File: config.mk
export PLATFORM = sky130hd
export DESIGN_NAME = dma_channel_flags_and_setup
export DESIGN_NICKNAME = d
export VERILOG_FILES = /design/src/dma_flags_pkg.sv /design/src/event_flag.sv /design/src/dma_channel_flags_and_setup.sv
export SDC_FILE = /design/constraint.sdc
export NUM_CORES = 1
export LEC_CHECK = 0
export BUFFER_PORTS_ARGS = -buffer_cell sky130_fd_sc_hd__buf_2
export CAP_MARGIN = 25
export CORE_MARGIN = 2
export CORE_UTILIZATION = 54
export CTS_CLUSTER_DIAMETER = 100
export DETAILED_ROUTE_END_ITERATION = 16
export PLACE_DENSITY = 0.81
export SLEW_MARGIN = 20
export SYNTH_ARGS = -nofsm -noshare
export SYNTH_HDL_FRONTEND = slang
export SYNTH_SLANG_ARGS = --single-unit
File: constraint.sdc
create_clock -name clock -period 5.34 [get_ports clock]
set_clock_uncertainty 0.05 [all_clocks]
set_input_delay 0.534 -clock clock [delete_from_list [all_inputs] [get_ports clock]]
set_output_delay 0.534 -clock clock [all_outputs]
set_load 0.01 [all_outputs]
File: src/dma_flags_pkg.sv
/*
  Constants for the DMA channel event-flag and setup block: register indices,
  flag positions, reset values and sizes.
  Assumes a 32-bit register port with one-cycle read latency on a 20 MHz clock.
*/
package dma_flags_pkg;
  localparam int ADDR_W = 4;
  localparam logic [ADDR_W-1:0] REG_EVENT_CTRL = 4'h0;
  localparam logic [ADDR_W-1:0] REG_SRC_START = 4'h4;
  localparam logic [ADDR_W-1:0] REG_DST_START = 4'h8;
  localparam logic [ADDR_W-1:0] REG_SRC_SIZE = 4'hc;
  localparam int FLAG_W = 5;
  localparam int ADDR_ERR_BIT = 0;
  localparam int ABORT_BIT = 1;
  localparam int CELL_DONE_BIT = 2;
  localparam int BLOCK_DONE_BIT = 3;
  localparam int HALF_FULL_BIT = 4;
  localparam int ENABLE_LSB = 16;
  localparam int SIZE_W = 16;
  localparam logic [31:0] ADDR_RESET = 32'h00000000;
  localparam logic [SIZE_W-1:0] SIZE_RESET = 16'h0000;
  localparam logic [FLAG_W-1:0] FLAG_RESET = 5'h00;
endpackage : dma_flags_pkg

File: src/event_flag.sv
/*
  One sticky event flag with its interrupt enable.
  Assumes the parent decodes the write strobe for the flag's register.
*/
module event_flag
  import dma_flags_pkg::*;
(
  input wire logic clock,
  input wire logic rst,
  input wire logic eventSeen,
  input wire logic wrEn,
  input wire logic wrFlag,
  input wire logic wrEnable,
  output logic flag,
  output logic enable,
  output logic request
);
  logic flag_ff, nxt_flag;
  logic enable_ff, nxt_enable;

  always_comb begin
    // A new event beats a clearing write in the same cycle.
    nxt_flag = flag_ff;
    if (wrEn && !wrFlag) begin
      nxt_flag = 1'b0;
    end
    if (eventSeen) begin
      nxt_flag = 1'b1;
    end
    nxt_enable = wrEn ? wrEnable : enable_ff;
  end

  always_ff @(posedge clock) begin
    if (rst) begin
      flag_ff <= 1'b0;
      enable_ff <= 1'b0;
    end else begin
      flag_ff <= nxt_flag;
      enable_ff <= nxt_enable;
    end
  end

  assign flag = flag_ff;
  assign enable = enable_ff;
  assign request = flag_ff & enable_ff;
endmodule : event_flag

File: src/dma_channel_flags_and_setup.sv
/*
  Event flags, start addresses and source size of one DMA channel.
  Assumes the channel engine supplies byte-move strobes, pointers, sizes,
  the pattern-match strobe, an address check and the live interrupt number.
  Software writes physical addresses into the start registers. 
*/
module dma_channel_flags_and_setup
  import dma_flags_pkg::*;
(
  input wire logic clock,
  input wire logic rst,
  input wire logic [ADDR_W-1:0] regAddr,
  input wire logic [31:0] regWrData,
  input wire logic regWr,
  input wire logic regRd,
  output logic [31:0] regRdData,
  input wire logic byteMoved,
  input wire logic [SIZE_W-1:0] dstBytePointer,
  input wire logic [SIZE_W-1:0] dstByteCount,
  input wire logic [SIZE_W-1:0] cellByteCount,
  input wire logic patternMatch,
  input wire logic srcAddrInvalid,
  input wire logic dstAddrInvalid,
  input wire logic irqValid,
  input wire logic [7:0] irqNumber,
  input wire logic [7:0] abortIrqSelect,
  input wire logic abortIrqEnable,
  input wire logic channelEnable,
  output logic abortTransfer,
  output logic [31:0] srcStartAddr,
  output logic [31:0] dstStartAddr,
  output logic [16:0] srcBytes,
  output logic irqOut
);
  // Setup words kept for software and the engine.
  logic [31:0] srcAddr_ff, nxt_srcAddr;
  logic [31:0] dstAddr_ff, nxt_dstAddr;
  logic [SIZE_W-1:0] srcSize_ff, nxt_srcSize;
  logic [31:0] rdData_ff, nxt_rdData;

  // Byte counters of the running block and of the running cell.
  logic [16:0] moved_ff, nxt_moved;
  logic [16:0] cellCnt_ff, nxt_cellCnt;
  logic [16:0] movedInc;
  logic [16:0] cellInc;
  logic [16:0] dstBytes;
  logic [16:0] cellBytes;
  logic [16:0] blockBytes;
  logic [16:0] dstNextPtr;
  logic [16:0] dstHalf;

  // Events seen in the current cycle.
  logic byteStep;
  logic cellHit;
  logic blockHit;
  logic halfHit;
  logic patternHit;
  logic addrErrHit;
  logic restartCount;
  logic [FLAG_W-1:0] events;
  logic [FLAG_W-1:0] flags;
  logic [FLAG_W-1:0] enables;
  logic [FLAG_W-1:0] requests;

  // Register port decode.
  logic ctrlWr;
  logic srcAddrWr;
  logic dstAddrWr;
  logic srcSizeWr;
  logic ctrlRd;
  logic srcAddrRd;
  logic dstAddrRd;
  logic srcSizeRd;
  logic [31:0] ctrlWord;

  // A size field of zero stands for the full 64 KiB.
  function automatic logic [16:0] size_bytes(input logic [SIZE_W-1:0] v);
    size_bytes = (v == SIZE_RESET) ? 17'h10000 : {1'b0, v};
  endfunction : size_bytes

  // Sizes are carried on 17 bits so that the full 64 KiB stays representable.
  assign srcBytes = size_bytes(srcSize_ff);
  assign dstBytes = size_bytes(dstByteCount);
  assign cellBytes = size_bytes(cellByteCount);
  assign blockBytes = (srcBytes > dstBytes) ? srcBytes : dstBytes;

  // The engine reports the pointer before the byte lands, so one is added here.
  // Comparing the landed position makes the half-full event fire exactly once.
  assign dstNextPtr = {1'b0, dstBytePointer} + 17'h00001;
  assign dstHalf = dstBytes >> 1;
  assign movedInc = moved_ff + 17'h00001;
  assign cellInc = cellCnt_ff + 17'h00001;

  assign abortTransfer = channelEnable && abortIrqEnable && irqValid && (irqNumber == abortIrqSelect);

  // A stopped channel raises no event, so stale engine strobes cannot set flags.
  assign byteStep = channelEnable && byteMoved;
  assign cellHit = byteStep && (cellInc == cellBytes);
  assign blockHit = byteStep && (movedInc == blockBytes);
  assign halfHit = byteStep && (dstNextPtr == dstHalf);
  assign patternHit = channelEnable && patternMatch;
  assign addrErrHit = channelEnable && (srcAddrInvalid || dstAddrInvalid);
  assign restartCount = !channelEnable || patternHit || abortTransfer || blockHit;

  always_comb begin
    events = '0;
    events[ADDR_ERR_BIT] = addrErrHit;
    events[ABORT_BIT] = abortTransfer;
    events[CELL_DONE_BIT] = cellHit;
    events[BLOCK_DONE_BIT] = blockHit || patternHit;
    events[HALF_FULL_BIT] = halfHit;
  end

  // Block counter: a new block starts after completion, pattern match or abort, and it holds at zero while the channel is disabled.
  always_comb begin
    nxt_moved = moved_ff;
    if (byteStep) begin
      nxt_moved = movedInc;
    end
    if (restartCount) begin
      nxt_moved = '0;
    end
  end

  always_ff @(posedge clock) begin
    if (rst) begin
      moved_ff <= '0;
    end else begin
      moved_ff <= nxt_moved;
    end
  end

  // Cell counter: it restarts with the block so that cells stay aligned to it.
  always_comb begin
    nxt_cellCnt = cellCnt_ff;
    if (byteStep) begin
      nxt_cellCnt = cellInc;
    end
    if (cellHit || restartCount) begin
      nxt_cellCnt = '0;
    end
  end

  always_ff @(posedge clock) begin
    if (rst) begin
      cellCnt_ff <= '0;
    end else begin
      cellCnt_ff <= nxt_cellCnt;
    end
  end

  // Offsets are decoded once; unmapped offsets match no strobe at all.
  assign ctrlWr = regWr && (regAddr == REG_EVENT_CTRL);
  assign srcAddrWr = regWr && (regAddr == REG_SRC_START);
  assign dstAddrWr = regWr && (regAddr == REG_DST_START);
  assign srcSizeWr = regWr && (regAddr == REG_SRC_SIZE);
  assign ctrlRd = regRd && (regAddr == REG_EVENT_CTRL);
  assign srcAddrRd = regRd && (regAddr == REG_SRC_START);
  assign dstAddrRd = regRd && (regAddr == REG_DST_START);
  assign srcSizeRd = regRd && (regAddr == REG_SRC_SIZE);

  genvar g;
  generate
    for (g = 0; g < FLAG_W; g++) begin : gFlag
      event_flag uFlag (
        .clock(clock),
        .rst(rst),
        .eventSeen(events[g]),
        .wrEn(ctrlWr),
        .wrFlag(regWrData[g]),
        .wrEnable(regWrData[ENABLE_LSB+g]),
        .flag(flags[g]),
        .enable(enables[g]),
        .request(requests[g])
      );
    end
  endgenerate

  assign irqOut = |requests;

  // Source start address, written as a whole word.
  always_comb begin
    nxt_srcAddr = srcAddr_ff;
    if (srcAddrWr) begin
      nxt_srcAddr = regWrData;
    end
  end

  always_ff @(posedge clock) begin
    if (rst) begin
      srcAddr_ff <= ADDR_RESET;
    end else begin
      srcAddr_ff <= nxt_srcAddr;
    end
  end

  // Destination start address, written as a whole word.
  always_comb begin
    nxt_dstAddr = dstAddr_ff;
    if (dstAddrWr) begin
      nxt_dstAddr = regWrData;
    end
  end

  always_ff @(posedge clock) begin
    if (rst) begin
      dstAddr_ff <= ADDR_RESET;
    end else begin
      dstAddr_ff <= nxt_dstAddr;
    end
  end

  // Source size: the upper half of the written word is dropped.
  always_comb begin
    nxt_srcSize = srcSize_ff;
    if (srcSizeWr) begin
      nxt_srcSize = regWrData[SIZE_W-1:0];
    end
  end

  always_ff @(posedge clock) begin
    if (rst) begin
      srcSize_ff <= SIZE_RESET;
    end else begin
      srcSize_ff <= nxt_srcSize;
    end
  end

  // Event control word: flags in the low half, enables in the high half.
  always_comb begin
    ctrlWord = '0;
    ctrlWord[ENABLE_LSB +: FLAG_W] = enables;
    ctrlWord[FLAG_W-1:0] = flags;
  end

  // Read data stand for one cycle only; idle cycles and unmapped offsets read zero,
  // which lets software and checkers tell a stale word from a fresh one.
  always_comb begin
    nxt_rdData = '0;
    if (ctrlRd) begin
      nxt_rdData = ctrlWord;
    end
    if (srcAddrRd) begin
      nxt_rdData = srcAddr_ff;
    end
    if (dstAddrRd) begin
      nxt_rdData = dstAddr_ff;
    end
    if (srcSizeRd) begin
      nxt_rdData = {16'h0000, srcSize_ff};
    end
  end

  always_ff @(posedge clock) begin
    if (rst) begin
      rdData_ff <= '0;
    end else begin
      rdData_ff <= nxt_rdData;
    end
  end

  // Registered outputs only, so the engine never sees a half-written word.
  assign regRdData = rdData_ff;
  assign srcStartAddr = srcAddr_ff;
  assign dstStartAddr = dstAddr_ff;
endmodule : dma_channel_flags_and_setup

==> impl_metrics.env <==
export IMPL_tightest_slew_ps=1060
export IMPL_htree_num_levels=4
export IMPL_max_freq_ghz=0.232
export IMPL_grt_overflow_total=0
export IMPL_dpl_cell_area_mm2=0.00977
export IMPL_crit_family="simple AND/OR/NAND/NOR gates"
export IMPL_die_h_um=131
export IMPL_cp_required_ps=5540
export IMPL_cpPeakStageDelay_ps=550
export IMPL_yosysWarnings=0
export IMPL_worstHoldPathType="in2reg"
export IMPL_drtIter0Drc=885
export IMPL_peakVddDrop_v=0.000258
export IMPL_clk_pin_slew_ps=70
export IMPL_layout_cells_non_filler=1498
export IMPL_hold_violations=0
export IMPL_fin_crit_ps=4320
export IMPL_p_per_area_mw_per_mm2=258
export IMPL_ctsRootBufferMaster="clkbuf_16"
export IMPL_grt_pass1_vias=7932
export IMPL_syn_area_per_cell_um2=7.87
export IMPL_fin_setup_tns_ps=0
export IMPL_path_class="in2reg"
export IMPL_async_flop_share_pct=0
export IMPL_synth_seq_area_share_pct=36.0
export IMPL_end_kind="flip-flop"
export IMPL_drt_wirelength_per_cell_um=17.9
export IMPL_routed_wirelength_um=26800
export IMPL_min_to="srcStartAddr[24]$_SDFFE_PP0P_"
export IMPL_hp_start="regWrData[24]"
export IMPL_hold_buffers=0
export IMPL_regArea_mm2=0.00312
export IMPL_ys_flop_type="dfxtp_1"
export IMPL_numCtsBuffers=17
export IMPL_die_x_um=131
export IMPL_drc_errors=0
export IMPL_antenna_cells=0
export IMPL_netlist_area_mm2=0.00867
export IMPL_leakage_nw=4.06
export IMPL_dp_cells=1467
export IMPL_initial_utilization_pct=55.0
export IMPL_cts_resized=0
export IMPL_r2r_setup_slack_ps=1120
export IMPL_layout_setup_ws_ps=1020
export IMPL_final_common_cell="nand2_1"
export IMPL_core_mm2=0.0158
export IMPL_crit_fanout=34
export IMPL_fin_crit_sh_pct=80.9
export IMPL_portBuffers=225
export IMPL_cts_tree="built"
export IMPL_via_count=8788
export IMPL_slew_viol_final=0
export IMPL_firstDrtPassIters=5
export IMPL_r2r_cells=12
export IMPL_cp_arrival_ps=4520
export IMPL_finalInstanceArea_mm2=0.0104
export IMPL_status="completed"
export IMPL_setup_viol=0
export IMPL_cts_setup_buffers=0
export IMPL_r2r_start="srcSize_ff[5]$_SDFFE_PP0P_"
export IMPL_hold_depth=3
export IMPL_clk_latency_ps=430
export IMPL_synthCells=1101
export IMPL_slew_headroom_pct=29.4
export IMPL_power_total_mw=2.68
export IMPL_r2r_end="cellCnt_ff[1]$_SDFFE_PP0P_"
export IMPL_syn_num_nets=1232
export IMPL_grt_pass1_wl_um=40900
export IMPL_cts_num_sinks=156
export IMPL_critPathBufInv=2
export IMPL_vias_per_cell=5.87
export IMPL_grt_max_degree=59
export IMPL_cap_violations=0
export IMPL_ios=226
export IMPL_fillCellCount=1382
export IMPL_dieArea_mm2=0.0171
export IMPL_ys_seq_elements=156
export IMPL_final_cell_mix="nand2_1, buf_2, dfxtp_1, a21oi_1, xnor2_1"
export IMPL_path_cells="buf_2 -> nor4_1 -> nand4_1 -> ha_1 -> nand4_1 -> nor4_1 -> a22oi_1 -> a31oi_1 -> and4_1 -> o2111ai_1 -> a2111oi_4 -> buf_4 -> a2111oi_0"
export IMPL_grt_setup_unrepaired="no"
export IMPL_layout_drive_gt1_share_pct=22.7
export IMPL_hpwlAfterDp_um=19600
export IMPL_start_kind="primary input"
export IMPL_ant_nets=0
export IMPL_dpl_worst_slack_ps=697
export IMPL_multi_input_area_mm2=0.00506
export IMPL_slowest_stage="a31oi_1"
export IMPL_ys_types=67
export IMPL_clockBufferDepth=2
export IMPL_synth_edff_count=0
export IMPL_grtUsageTotal_pct=30.6
export IMPL_grt_antenna_before_repair=1
export IMPL_fin_nets=1401
export IMPL_rows=46
export IMPL_syn2layout_area_growth_pct=19.7
export IMPL_routabilityCongestion=0.922
-- worst max-delay path by stage --
stage / cells past startpoint / slack, ps / startpoint / end
2_1_floorplan: 13 / 1240 / dstByteCount[11] / moved_ff[10]$_SDFFE_PP0P_
3_3_place_gp: 13 / 730 / dstByteCount[4] / cellCnt_ff[1]$_SDFFE_PP0P_
3_5_place_dp: 13 / 700 / dstByteCount[4] / cellCnt_ff[1]$_SDFFE_PP0P_
4_1_cts: 13 / 1120 / dstByteCount[4] / cellCnt_ff[1]$_SDFFE_PP0P_
5_1_grt: 13 / 700 / dstByteCount[4] / cellCnt_ff[1]$_SDFFE_PP0P_
6_report: 13 / 1020 / dstByteCount[4] / cellCnt_ff[1]$_SDFFE_PP0P_
-- kinds of logic (layout without fill, tap and decap cells) --
logic type | Yosys count | in the layout | synth area share, %
flip-flops | 156 | 156 | 36.0
AO/OA/AOI/OAI | 225 | 225 | 15.8
AND/OR/NAND/NOR | 461 | 461 | 25.8
multiplexers | 14 | 14 | 2.35
buffers and inverters | 114 | 295 | 5.76
XOR/XNOR | 111 | 111 | 11.4
adder cells (fa/ha/maj) | 20 | 20 | 2.89
-- state kept, by name, summed over array words and instances (netlist names) --
signal and flops:
dstStartAddr 32, regRdData 32, srcStartAddr 32, cellCnt_ff 17, moved_ff 17, srcSize_ff 16, gFlag.uFlag.enable 5, gFlag.uFlag.flag 5
-- cell usage after synthesis, types with 28 or more instances --
cell type,count,area share (%)
xnor2_1,72,7.3
nor2_1,50,2.2
nor3_1,30,1.7
clkbuf_1,64,2.8
dfxtp_1,156,36
nand2_1,226,9.8
nor4_1,42,3.0
o21ai_0,39,2.3
a22oi_1,28,2.4
a21oi_1,111,6.4
nand4_1,29,2.1
xor2_1,38,3.8
-- tightest hold or removal path: cells and delay by family --
| family | cells | cell delay [ps] |
|---|---|---|
| AO/OA/AOI/OAI | 1 | 50 |
| buffers and inverters | 1 | 100 |
| AND/OR/NAND/NOR | 1 | 50 |
-- routing by layer --
metal	global-route usage (%)	vias up	wire length, um
met2	50.2	428	12500
met4	10.6	2	742
met5	0	-	13
li1	-	4203	-
met1	39.5	4098	11100
met3	7.53	57	2440
-- per-stage QoR --
| step | hold WS, ps | utilization (%) |
|---|---|---|
| finish | 300 | 65.8 |
| global route | 298 | 65.8 |
| CTS | 295 | 65.8 |
| detailed placement | 407 | 62.0 |
| global placement | 401 | 61.9 |
| floorplan | 398 | - |
-- where the power goes --
group / leakage (nW) / internal [mW] / switching [mW]
Sequential: 1.26 / 1.17 / 0.0107
Combinational: 2.51 / 0.101 / 0.152
Clock: 0.290 / 0.708 / 0.531
Total: 4.06 / 1.98 / 0.694
-- layout make-up --
type | count | share of cell area, %
clock buffers | 17 | 4.10
well taps | 216 | 2.60
multi-input cells | 831 | 48.8
clock inverters | 14 | 1.71
repair buffers | 237 | 11.7
inverters | 27 | 0.977
flip-flops and latches | 156 | 30.1
Note: power is estimated with default switching activity, not from simulation.
